===== config.mk =====
export PLATFORM = sky130hd
export DESIGN_NAME = shared_arith_cluster
export DESIGN_NICKNAME = d
export VERILOG_FILES = /design/src/common/cluster_pkg.sv /design/src/shared_arith_cluster.sv
export VERILOG_INCLUDE_DIRS = /design/src /design/src/common
export SDC_FILE = /design/constraint.sdc
export NUM_CORES = 1
export LEC_CHECK = 0
export BUFFER_PORTS_ARGS = -buffer_cell sky130_fd_sc_hd__buf_2
export CORE_MARGIN = 2
export CORE_UTILIZATION = 44
export CTS_CLUSTER_DIAMETER = 80
export DETAILED_ROUTE_END_ITERATION = 8
export MAX_ROUTING_LAYER = met4
export PLACE_DENSITY_LB_ADDON = 0.15
export SLEW_MARGIN = 20
export SYNTH_ARGS = -nofsm -noshare
export SYNTH_HDL_FRONTEND = slang
export SYNTH_SLANG_ARGS = --single-unit
export TNS_END_PERCENT = 100

===== constraint.sdc =====
create_clock -name clk_sys_i -period 0.86 [get_ports clk_sys_i]
set_clock_uncertainty 0.15 [all_clocks]
set_input_delay 0 -clock clk_sys_i [delete_from_list [all_inputs] [get_ports clk_sys_i]]
set_output_delay 0 -clock clk_sys_i [all_outputs]
set_load 0.05 [all_outputs]

===== src/common/cluster_defs.svh =====
// Constants for the shared arithmetic cluster datapath
`ifndef CLUSTER_DEFS_SVH
`define CLUSTER_DEFS_SVH
`define MODULES_PER_CLUSTER 8
`define HALF_CLUSTER        4
`define BITS_PER_MODULE     2
`define FIRST_START_IDX     0
`define FIFTH_START_IDX     4
`endif


===== src/common/cluster_pkg.sv =====
// Types for the shared arithmetic cluster datapath
package cluster_pkg;
  typedef enum logic [1:0] {
    MODE_FULL,
    MODE_LOWER_HALF,
    MODE_UPPER_HALF
  } chain_mode_t;
endpackage : cluster_pkg


===== src/shared_arith_cluster.sv =====
// One logic cluster: shared arithmetic three-operand adder and register chain
`timescale 1ns/100ps
`default_nettype none
`include "cluster_defs.svh"

// Function
// - Cluster holds eight logic modules with carry, shared and register chains.
// - Register chain passes each module register output to the adjacent module register.
// - Shared mode adds three operands with four four-input look-up tables per module.
// - Each look-up table yields either the sum or carry of three bits.
// - Shared carry goes to second stage, or next module's first stage.
// - Shared arithmetic chain begins only at first or fifth module.
// - Chains beyond sixteen bits continue into the next cluster down the column.
// - Half-cluster chain carries into same half of the next cluster.
// - Alternate columns bypass upper half, others bypass lower half.
module shared_arith_cluster #(
  parameter int MODULES  = `MODULES_PER_CLUSTER,
  parameter bit UPPER_BYPASS_COL = 1'b0
) (
  input  wire logic                    clk_sys_i,
  input  wire logic                    arst_n_i,
  input  wire cluster_pkg::chain_mode_t mode_i,
  input  wire logic                    start_fifth_i,
  input  wire logic [2*MODULES-1:0]    op_a_i,
  input  wire logic [2*MODULES-1:0]    op_b_i,
  input  wire logic [2*MODULES-1:0]    op_c_i,
  input  wire logic                    link_in_i,
  input  wire logic                    share_in_i,
  input  wire logic                    carry_in_i,
  input  wire logic                    reg_chain_i,
  output logic [2*MODULES-1:0]         sum_o,
  output logic                         share_out_o,
  output logic                         carry_out_o,
  output logic [MODULES-1:0]           reg_chain_o
);

  localparam int W    = 2 * MODULES;
  localparam int BPM  = `BITS_PER_MODULE;
  localparam int HALF = `HALF_CLUSTER;
  localparam int MID  = `FIFTH_START_IDX * `BITS_PER_MODULE;

  // ==========================================
  // Elaboration checks
  // Chain entry points and the half split are wired for an eight-module cluster
  if (MODULES != `MODULES_PER_CLUSTER) begin : g_bad_size
    $error("Cluster must hold eight logic modules");
  end

  // Each module holds exactly a first and a second adder stage
  if (BPM != 2) begin : g_bad_bits
    $error("Each logic module must carry two sum bits");
  end

  // The fifth-module entry must sit on the half boundary
  if (`FIFTH_START_IDX != HALF || `FIRST_START_IDX != 0) begin : g_bad_start
    $error("Chain entries must be the first and fifth modules");
  end

  // Half-cluster chains need two equal halves
  if (2 * HALF != MODULES) begin : g_bad_half
    $error("Half cluster must be half of the modules");
  end

  // ==========================================
  // Look-up table primitives
  function automatic logic lut_sum(input logic a, input logic b, input logic c);
    lut_sum = a ^ b ^ c;
  endfunction : lut_sum

  function automatic logic lut_carry(input logic a, input logic b, input logic c);
    lut_carry = (a & b) | (a & c) | (b & c);
  endfunction : lut_carry

  // Is module m in a half that takes part in the current chain
  function automatic logic half_active(input int m, input logic lo, input logic hi);
    half_active = (m < HALF) ? lo : hi;
  endfunction : half_active

  // ==========================================
  // State
  // One packed word: sums, outgoing carries and the register chain

  typedef struct packed {
    logic [W-1:0]       sum;
    logic               share_out;
    logic               carry_out;
    logic [MODULES-1:0] regs;
  } state_t;

  state_t state_ff;
  state_t nxt_state;

  // ==========================================
  // Internal nets
  wire logic [W-1:0]       s_term;
  wire logic [W-1:0]       maj;
  logic [W:0]              sh;
  logic [W:0]              cy;
  logic [W-1:0]            res;
  wire logic [MODULES-1:0] first_adder_stage;
  wire logic [MODULES-1:0] second_adder_stage;
  logic                    lo_used;
  logic                    hi_used;
  logic                    hi_start;
  logic                    hi_link;

  // ==========================================
  // Chain configuration
  always_comb begin
    lo_used  = 1'b1;
    hi_used  = 1'b1;
    hi_start = start_fifth_i;
    // Only an upper-half chain may take the link carries at the fifth module
    hi_link  = 1'b0;
    unique case (mode_i)
      cluster_pkg::MODE_FULL: begin
        lo_used = ~start_fifth_i;
      end
      cluster_pkg::MODE_LOWER_HALF: begin
        hi_used  = 1'b0;
        hi_start = 1'b0;
      end
      cluster_pkg::MODE_UPPER_HALF: begin
        lo_used  = 1'b0;
        hi_start = 1'b1;
        hi_link  = link_in_i;
      end
      default: begin
        lo_used = 1'b1;
      end
    endcase
    // Only the half this column may bypass can be left unused
    if (UPPER_BYPASS_COL) begin
      lo_used = 1'b1;
    end else begin
      hi_used = 1'b1;
    end
  end

  // ==========================================
  // Shared arithmetic datapath
  // Four tables per module: a sum and a carry table for each adder stage
  for (genvar m = 0; m < MODULES; m++) begin : g_module
    // First adder stage tables
    assign s_term[BPM*m]   = lut_sum(op_a_i[BPM*m], op_b_i[BPM*m], op_c_i[BPM*m]);
    assign maj[BPM*m]      = lut_carry(op_a_i[BPM*m], op_b_i[BPM*m], op_c_i[BPM*m]);
    // Second adder stage tables
    assign s_term[BPM*m+1] = lut_sum(op_a_i[BPM*m+1], op_b_i[BPM*m+1], op_c_i[BPM*m+1]);
    assign maj[BPM*m+1]    = lut_carry(op_a_i[BPM*m+1], op_b_i[BPM*m+1], op_c_i[BPM*m+1]);
    // Stage results as the module's register sees them
    assign first_adder_stage[m]  = res[BPM*m];
    assign second_adder_stage[m] = res[BPM*m+1];
  end

  // Adder ripple: each bit adds its sum term, the shared term and the ripple carry
  always_comb begin
    sh  = '0;
    cy  = '0;
    res = '0;
    // Chain entry: zero unless linked from the cluster above
    sh[0] = link_in_i ? share_in_i : 1'b0;
    cy[0] = link_in_i ? carry_in_i : 1'b0;
    for (int i = 0; i < W; i++) begin
      // Fifth-module entry cuts both chains at the half boundary
      if (i == MID && hi_start) begin
        sh[i] = hi_link ? share_in_i : 1'b0;
        cy[i] = hi_link ? carry_in_i : 1'b0;
      end
      res[i]  = s_term[i] ^ sh[i] ^ cy[i];
      // Shared term feeds the next stage: second stage here or next module's first
      sh[i+1] = maj[i];
      cy[i+1] = lut_carry(s_term[i], sh[i], cy[i]);
    end
  end

  // ==========================================
  // Next state
  always_comb begin
    nxt_state = state_ff;
    for (int m = 0; m < MODULES; m++) begin
      // Modules of a bypassed half stay free for other logic and read zero
      if (half_active(m, lo_used, hi_used)) begin
        nxt_state.sum[m*2 +: 2] = {second_adder_stage[m], first_adder_stage[m]};
      end else begin
        nxt_state.sum[m*2 +: 2] = 2'h0;
      end
    end
    // Lower-half chain hands off from the fourth module when this column bypasses the upper half, otherwise from the eighth
    if (mode_i == cluster_pkg::MODE_LOWER_HALF && !hi_used) begin
      nxt_state.share_out = sh[`HALF_CLUSTER * `BITS_PER_MODULE];
      nxt_state.carry_out = cy[`HALF_CLUSTER * `BITS_PER_MODULE];
    end else begin
      nxt_state.share_out = sh[W];
      nxt_state.carry_out = cy[W];
    end
    nxt_state.regs = {state_ff.regs[MODULES-2:0], reg_chain_i};
  end

  // ==========================================
  // State register
  // Clear only to constants, so reset never depends on the operands
  always_ff @(posedge clk_sys_i or negedge arst_n_i) begin
    if (!arst_n_i) begin
      state_ff <= '0;
    end else begin
      state_ff <= nxt_state;
    end
  end

  // ==========================================
  // Outputs
  // Every output is a flop bit, so the next cluster sees settled values
  assign sum_o       = state_ff.sum;
  assign share_out_o = state_ff.share_out;
  assign carry_out_o = state_ff.carry_out;
  assign reg_chain_o = state_ff.regs;

endmodule : shared_arith_cluster
`default_nettype wire


Word level (Yosys, flattened, before mapping)
Cells that the tools add are included.
{"block": "word_totals", "ff_bits": 26, "in_bits": 57}
{"block": "classes", "eq_ne": 2, "mux": 13, "bitwise": 225, "n_reduce_logical": 1}
{"cell": "1-bit AND", "n": 96}
{"cell": "1-bit OR", "n": 64}
{"cell": "1-bit XOR", "n": 64}
{"cell": "2-bit two-way mux", "n": 4}
{"cell": "1-bit two-way mux", "n": 7}
{"cell": "1-bit case mux with 2 select lines", "n": 2}
{"cell": "2-bit by 1-bit equality test with 1-bit output, second input constant", "n": 1}
{"cell": "2-bit equality test, second input constant", "n": 1}
{"cell": "2-bit zero test", "n": 1}
{"cell": "1-bit inverter", "n": 1}

Longest topological paths before layout
Gate-level depths: netlist (run 1).
{"block": "logic_depth", "ltp_word": 51, "depth_mapped": 22, "mapped_depth_nobuf": 22}

Least setup slack after synthesis (run 1)
Ideal clock, no wire load.
{"block": "synth_path", "path_kind": "input to register", "startpoint": "input op_a_i[0]", "endpoint": "register state_ff, in the netlist sum_o[15]", "setup_time_ns": 0.136, "arrival_ns": 5.589, "path_slack_ns": -5.014, "cell_stages": 22, "n_path_buf": 0, "cell_sequence": "inv_1 > fa_1 > fa_1 > fa_1 > fa_1 > fa_1 > fa_1 > fa_1 > inv_1 > fa_1 > inv_1 > fa_1 > inv_1 > o2bb2ai_1 > fa_1 > fa_1 > fa_1 > fa_1 > fa_1 > fa_1 > fa_1 > fa_1"}
{"element": "start, declared", "line": "shared_arith_cluster.sv:24", "text": "input wire logic [2*MODULES-1:0] op_a_i,"}
{"element": "end signal, assigned", "line": "shared_arith_cluster.sv:206", "text": "state_ff <= nxt_state;"}
{"element": "end, declared", "line": "shared_arith_cluster.sv:90", "text": "state_t state_ff;"}

==> results of run 1 <==
final cells by class:
type / instances / area [um2] / share of cell area [%]
multi-input combinational: 49 / 800 / 34.2
clock buffer: 3 / 22.5 / 0.963
sequential: 26 / 651 / 27.8
inverter: 21 / 86.3 / 3.69
timing repair buffer: 93 / 693 / 29.6
tap: 46 / 57.6 / 2.46
clock inverter: 1 / 30.0 / 1.28
state kept, by name (all words and copies together) (netlist names):
register,count
carry_out_o,1
reg_chain_o,8
share_out_o,1
sum_o,16
logic make-up (layout without fill, tap and decap cells):
family,Yosys count,after routing
and+or+nand+nor,10,10
buffers and inverters,28,118
adders and majority gates,34,34
DFF,26,26
muxes,2,2
AOI/OAI and AO/OA,3,3
cells in the mapped netlist:
library cell	number	area share [%]
o2bb2ai_1	2	1.1
nand2_1	2	0.49
buf_4	7	3.4
fa_1	32	42
mux2_4	1	0.98
nor2_1	8	2.0
ha_1	2	1.6
dfrtp_1	26	42
mux2i_1	1	0.65
o21ai_0	1	0.33
inv_1	21	5.1
through the flow:
step | cell area [um2] | total power [mW]
CTS | 2320 | 5.53
detailed placement | 2050 | 4.17
global route | 2340 | 5.80
finish | 2340 | 5.48
floorplan | 1580 | 3.47
global placement | 2050 | 4.08
metal layers:
metal,routed length (um),track usage (%),vias up
li1,-,-,471
met1,1100,20.4,540
met2,1700,31.9,46
met3,186,2.34,4
met4,42,6.67,0
met5,0,-,-
final timing paths:
kind                                 from        endpoint  slack, ns
max                             op_c_i[0]       sum_o[15]      -4.63
min                            op_c_i[15]     share_out_o      -0.21
max reg2reg                reg_chain_o[0]  reg_chain_o[1]      -0.02
min reg2reg                reg_chain_o[5]  reg_chain_o[6]       0.27
max in group asynchronous        arst_n_i       sum_o[13]       0.30
min in group asynchronous        arst_n_i        sum_o[1]      -0.11
what timing repair did:
item / in CTS / in global routing
pin swaps: 7 / 7
setup endpoints to repair: 43 / 43
hold endpoints to repair: 38 / 18
gates resized for setup: 57 / 4
setup buffers: 3 / 1
layout by cell type (no fill, tap or decap), drive strengths merged:
cell type and count:
buf 91, fa 32, dfrtp 26, inv 21, nor2 8, clkbuf 3
nand2 2, ha 2, dlygate4sd3 2, o2bb2ai 2, mux2 1, mux2i 1
o21ai 1, bufinv 1
power breakdown:
part | switching [mW] | internal [mW]
combinational | 1.80 | 1.14
clock | 0.372 | 0.471
sequential | 0.154 | 1.54
==> impl_metrics.ini, run 1 <==
[logic_synthesis]
synth_simple_gate_area_share_pct = 2.45
synth_compound_area_share_pct = 1.47
synth.area.mux_share_pct = 1.63
synth_nets = 194
synthAdderAreaFrac_pct = 43.4
synth-seq-area-share_pct = 42.4
avgSynthCellArea_um2 = 14.9
dominant_combinational_cell_family_by_area_after_synthesis = adder cells
synth_xor_area_share_pct = 0
mappedNetlistArea_um2 = 1530
unique_masters_post_synth = 11
postSynthRegisterBits = 26
yosys_warnings = 0
postSynthCellCount = 103

[finish]
finish.cell_count_without_fillers = 239
drive_above_1_share_pct = 61.7
final_core_util_pct = 70.1
final_net_count = 285
antennaDiodeCount = 0
flow.area_growth_from_synthesis_pct = 52.7
fillCellCount = 258

[outcome]
failed_checks = negative hold slack, negative setup slack
outcome = finished with violations

[floorplanning]
floorplan.die_area_um2 = 3970
fp.dieH_um = 63.0
number_of_placement_rows = 21
ioPinCount = 83
floorplan.initialDensity_pct = 45.9
placeableCoreArea_um2 = 3340
die_x_um = 63.0

[worst_setup_path]
crit_required_ns = 0.91
crit_top_cell = fa_2
path_depth = 23
worstPathBufferInverterCount = 5
timing_worst_setup_path_type = input port to flip-flop
endpoint_class_of_the_critical_path = flip-flop
cp_slowest_cell = fa_1
path_max_fanout = 1
timing.reg2reg.worst_path_depth = 2
critPathArrivalTime_ns = 5.54
path_delay_family = adder cells
critical_path.max_stage_delay_ns = 0.55
crit_path_cell_trace = buf_8, inv_8, fa_1, fa_2, fa_2, fa_2, fa_2, fa_2, fa_2, inv_2, fa_2, inv_2, fa_2, inv_2, o2bb2ai_2, fa_2, fa_2, fa_2, fa_2, fa_2, fa_2, fa_2, fa_1
worstSetupStartpointType = input port

[timing]
slew_headroom_pct = 79.8
hold_viol_final = 18
min_period_over_period_pct = 638
tightestPinTransition_ns = 0.300
setup-violations-final = 44
period_needed_ns = 5.49
grt_setup_unrepaired = true
finalWorstSetupSlack_ns = -4.63
clock.fmax_ghz = 0.182
setup_total_negative_slack_ns = -51.12
report.final.slew_viol_count = 0
final.hold.worst_slack_ns = -0.213

[drt]
postRouteAntennaNets = 0
detailedRoute.firstIterationViolations = 31
wire_per_inst_um = 12.7
drt-pass1-iter-count = 2
routed_wirelength_mm = 3.03
drc = 0
viasPerCell = 4.44
vias = 1061

[clock_tree]
maximum_level_of_the_cts_h_tree = 1
maximum_root_to_sink_buffer_count = 2
root_buffer = clkbuf_4
cts_tree = built
numCtsBuffers = 3
cts_sinks = 26
insertion_delay_to_the_later_sink_of_the_worst_skew_pair_ns = 0.32
worst_setup_hold_path_clk_slew_ns = 0.14
post_cts_hold_buffer_count = 2

[global_routing]
antenna_found_initial = 0
vias_in_the_first_global_route = 1223
grt_pass1_wl_mm = 5.24
grt_use_total_pct = 17.8
grt.overflow.total = 0
grt_max_degree = 19

[place]
post-dp-hpwl_mm = 2.56
io_buffer_count = 82
post-place-cells = 229
gp_congestion = 0.775
placement.setup.worst_slack_ns = -5.11

[pwr]
ir_drop_uv = 853
power.leakage_nw = 1.16
p_per_area_nw_per_um2 = 2340

[worst_hold_path]
hold_depth = 2
min_path_type = input port to flip-flop

[run]
max-cap-violations = 0
Power figures use the tool's default switching activity.
==> inputs of run 2 (changes only) <==
- RECOVER_POWER: not set -> 50
==> run 2 against run 1 <==
Effect of this change: the flow still finishes with violations (negative hold slack, negative setup slack); power barely moved; count of clock-buffer cells in the layout did not move; maximum frequency barely moved; wire length did not move; sequential share of layout area barely moved; critical path depth did not move; largest cell class unchanged; largest power group unchanged.
==> impl_metrics.ini, run 2 (synthesis gave the netlist of run 1 again) <==
[timing]
grt_setup_unrepaired = true
setup-violations-final = 44
finalWorstSetupSlack_ns = -4.63
setup_total_negative_slack_ns = -51.12
final.hold.worst_slack_ns = -0.213
hold_viol_final = 14
period_needed_ns = 5.49
tightestPinTransition_ns = 0.562
clock.fmax_ghz = 0.182
report.final.slew_viol_count = 0
min_period_over_period_pct = 638
slew_headroom_pct = 62.5

[clock_tree]
worst_setup_hold_path_clk_slew_ns = 0.14
numCtsBuffers = 3
cts_tree = built
maximum_root_to_sink_buffer_count = 2
cts_sinks = 26
post_cts_hold_buffer_count = 2
root_buffer = clkbuf_4
insertion_delay_to_the_later_sink_of_the_worst_skew_pair_ns = 0.32
maximum_level_of_the_cts_h_tree = 1

[global_routing]
grt.overflow.total = 0
grt_pass1_wl_mm = 5.24
grt_use_total_pct = 17.8
vias_in_the_first_global_route = 1223
grt_max_degree = 19
antenna_found_initial = 0

[finish]
antennaDiodeCount = 0
final_core_util_pct = 70.0
final_net_count = 285
layout.cell_area.non_filler_um2 = 2340
regArea_um2 = 651
layout_commonest_cell = buf_2
largest_register_ff_count = 16
total_area_of_multi_input_combinational_cells_um2 = 800
layout_common_cells = 52 x buf_2, 28 x buf_6, 26 x dfrtp_1
finish.cell_count_without_fillers = 239
flow.area_growth_from_synthesis_pct = 52.5
drive_above_1_share_pct = 60.6
fillCellCount = 260

[floorplanning]
ioPinCount = 83
die_x_um = 63.0
floorplan.die_area_um2 = 3970
fp.dieH_um = 63.0
number_of_placement_rows = 21
floorplan.initialDensity_pct = 45.9
placeableCoreArea_um2 = 3340

[outcome]
failed_checks = negative hold slack, negative setup slack
outcome = finished with violations

[worst_hold_path]
min_path_type = input port to flip-flop

[worst_setup_path]
path_max_fanout = 1
timing_worst_setup_path_type = input port to flip-flop
crit_required_ns = 0.91
worstSetupStartpointType = input port
endpoint_class_of_the_critical_path = flip-flop
critPathArrivalTime_ns = 5.54

[run]
max-cap-violations = 0

[drt]
wire_per_inst_um = 12.7
drc = 0
vias = 1061
viasPerCell = 4.44
detailedRoute.firstIterationViolations = 31
postRouteAntennaNets = 0
routed_wirelength_mm = 3.03
drt-pass1-iter-count = 2

[place]
post-place-cells = 229
io_buffer_count = 82
dpl-instance-area_um2 = 2050
post-dp-hpwl_mm = 2.56
gp_congestion = 0.775

[pwr]
power.leakage_nw = 1.16
p_per_area_nw_per_um2 = 2350
ir_drop_uv = 853
total_power_mw = 5.48
run 2: cell types whose count changed in the layout (fill, tap and decap cells not counted):
cell	change
clkbuf_1	+2
buf_2	-2
run 2: power by group:
part	total (mW)	internal, mW	switching (mW)
Combinational	2.94	1.14	1.80
Sequential	1.70	1.54	0.154
Clock	0.842	0.471	0.372
Total	5.48	3.15	2.33
run 2: per-stage QoR:
step	setup WS, ns	hold slack (ns)
final	-4.63	-0.213
after global routing	-4.74	-0.214
after CTS	-4.73	-0.225
after detailed placement	-5.11	-0.271
after global placement	-5.00	-0.279
after floorplan	-4.73	-0.446
run 2: worst max-delay path: stages:
cell and delay, ns:
buf_8 0.08, inv_8 0.02, fa_1 0.55, fa_2 0.21, fa_2 0.21, fa_2 0.20
fa_2 0.19, fa_2 0.21, fa_2 0.20, inv_2 0.04, fa_2 0.37, inv_2 0.06
fa_2 0.19, inv_2 0.04, o2bb2ai_2 0.11, fa_2 0.34, fa_2 0.35, fa_2 0.35
fa_2 0.35, fa_2 0.35, fa_2 0.34, fa_2 0.34, fa_1 0.43
run 2: metal layers:
layer | GRT usage [%] | wire length [um]
met1 | 20.4 | 1100
met2 | 31.9 | 1700
met3 | 2.34 | 186
met4 | 6.67 | 42
met5 | - | 0
run 2: area by class of cell:
| cell class | count | area share [%] |
|---|---|---|
| Tap cell | 46 | 2.46 |
| Clock inverter | 1 | 1.28 |
| Timing Repair Buffer | 93 | 29.6 |
| Sequential cell | 26 | 27.8 |
| Inverter | 21 | 3.69 |
| Clock buffer | 3 | 0.964 |
| Multi-Input combinational cell | 49 | 34.2 |
run 2: final timing paths:
kind,from,end,slack (ns),cells after the start
worst max register to register,reg_chain_o[0],reg_chain_o[1],-0.02,2
max in group asynchronous,arst_n_i,sum_o[13],0.07,3
worst max-delay path,op_c_i[0],sum_o[15],-4.63,23
min in group asynchronous,arst_n_i,sum_o[1],0,2
worst min register to register,reg_chain_o[5],reg_chain_o[6],0.27,0
worst min-delay path,op_c_i[15],share_out_o,-0.21,2
run 2: timing repair:
action | in CTS | in global routing
setup buffers | 3 | 1
setup endpoints to repair | 43 | 43
endpoints found under the hold margin | 38 | 18
resized for setup | 57 | 4
pin swaps | 7 | 7
==> inputs of run 3 (changes only) <==
- CORE_UTILIZATION: 44 -> 48
- clock period: 0.86 -> 6.92 ns (I/O delays scaled with it)
==> run 3 against run 2 <==
Effect of this change: the flow now finishes without violations; flip-flop and latch count did not move; clock power fell by 88%; hold slack improved by 0.22 ns; critical path type unchanged; largest power group unchanged.
==> impl_metrics.ini, run 3 (synthesis gave the netlist of run 1 again) <==
[outcome]
outcome = finished, final reports clean

[clock_tree]
maximum_level_of_the_cts_h_tree = 1
insertion_delay_to_the_later_sink_of_the_worst_skew_pair_ns = 0.33
cts_tree = built
cts_sinks = 26
worst_setup_hold_path_clk_slew_ns = 0.14
root_buffer = clkbuf_4
numCtsBuffers = 3
maximum_root_to_sink_buffer_count = 2

[worst_setup_path]
path_delay_family = adder cells
worstPathBufferInverterCount = 7
timing_worst_setup_path_type = input port to flip-flop
rrSetupSlack_ns = 6.27
endpoint_class_of_the_critical_path = flip-flop
critPathArrivalTime_ns = 6.70
critical_path.max_stage_delay_ns = 0.59
crit_required_ns = 7.00
path_max_fanout = 2
crit_path_cell_trace = dlygate4sd3_1, buf_2, nand2_1, dlygate4sd3_1, fa_1, fa_1, fa_1, fa_2, fa_1, fa_1, inv_1, fa_1, inv_1, fa_1, inv_1, o2bb2ai_1, fa_2, fa_1, fa_1, fa_1, fa_1, fa_1, fa_1, dlygate4sd3_1
worst_r2r_startpoint = reg_chain_o[2]
timing.reg2reg.worst_path_depth = 0
timing.rr.end = reg_chain_o[3]
cp_slowest_cell = dlygate4sd3_1
worstSetupStartpointType = input port
crit_top_cell = fa_1
path_depth = 24

[finish]
total_area_of_multi_input_combinational_cells_um2 = 756
fillCellCount = 231
final_net_count = 299
largest_register_ff_count = 16
layout_commonest_cell = buf_2
regArea_um2 = 651
finish.cell_count_without_fillers = 251
antennaDiodeCount = 0
layout_common_cells = 76 x buf_2, 30 x fa_1, 26 x dfrtp_1
drive_above_1_share_pct = 40.1
flow.area_growth_from_synthesis_pct = 46.5
final_core_util_pct = 73.6

[floorplanning]
fp.dieH_um = 60.5
number_of_placement_rows = 20
die_x_um = 60.5
floorplan.die_area_um2 = 3660
floorplan.initialDensity_pct = 50.2
placeableCoreArea_um2 = 3050
ioPinCount = 83

[worst_hold_path]
whs_endpoint = carry_out_o
hold_depth = 3
min_path_type = input port to flip-flop
min-delay-start = op_b_i[15]

[global_routing]
antenna_found_initial = 0
vias_in_the_first_global_route = 1189
grt_pass1_wl_mm = 4.81
grt_max_degree = 27
grt_use_total_pct = 18.7
grt.overflow.total = 0

[run]
max-cap-violations = 0

[timing]
setup_total_negative_slack_ns = 0
setup-violations-final = 0
hold_viol_final = 0
min_period_over_period_pct = 95.7
clock.fmax_ghz = 0.151
grt_setup_unrepaired = false
tightestPinTransition_ns = 1.37
report.final.slew_viol_count = 0
period_needed_ns = 6.62
final.hold.worst_slack_ns = 0.00453
slew_headroom_pct = 8.65

[place]
post-place-cells = 222
gp_congestion = 0.691
io_buffer_count = 82
post-dp-hpwl_mm = 2.42

[drt]
wire_per_inst_um = 12.2
routed_wirelength_mm = 3.06
drt-pass1-iter-count = 4
detailedRoute.firstIterationViolations = 21
viasPerCell = 4.36
vias = 1094
drc = 0
postRouteAntennaNets = 0

[pwr]
ir_drop_uv = 142
power.leakage_nw = 1.15
p_per_area_nw_per_um2 = 280
run 3: where the power goes:
group / switching (mW) / leakage (nW) / internal [mW]
Clock: 0.0456 / 0.0279 / 0.0586
Sequential: 0.0106 / 0.309 / 0.191
Combinational: 0.224 / 0.808 / 0.0990
run 3: through the flow:
stage                     power [mW]  setup slack, ns  area, um2
after floorplan                0.424             1.05       1530
after global placement         0.497            0.815       1950
after detailed placement       0.508            0.638       1950
after CTS                      0.638            0.250       2250
after global routing           0.667           0.0319       2250
final                          0.629            0.299       2250
run 3: timing repair:
action | 4_1_cts | 5_1_grt
setup buffers | 0 | 0
setup endpoints to repair | 0 | 1
hold buffers | 25 | 0
gates resized for setup | 0 | 2
endpoints found under the hold margin | 45 | 0
run 3: routing by layer:
layer	wire, um	track usage (%)
met1	1090	21.7
met2	1720	34.5
met3	233	2.99
met4	25	3.73
met5	0	-
run 3: worst max-delay path by stage:
stage               startpoint        end  slack [ns]
floorplan            op_a_i[0]  sum_o[15]        1.05
global placement     op_a_i[0]  sum_o[15]        0.81
detailed placement   op_a_i[0]  sum_o[15]        0.64
CTS                 carry_in_i  sum_o[14]        0.25
global route        carry_in_i  sum_o[14]        0.03
finish              carry_in_i  sum_o[14]        0.30
run 3: final cells by class:
class                   count  area share (%)
clock buffers               3            1.00
inverters                  21            3.51
multi-input cells          49            33.6
well taps                  44            2.45
clock inverters             1            1.34
flip-flops and latches     26            29.0
repair buffers            107            29.1
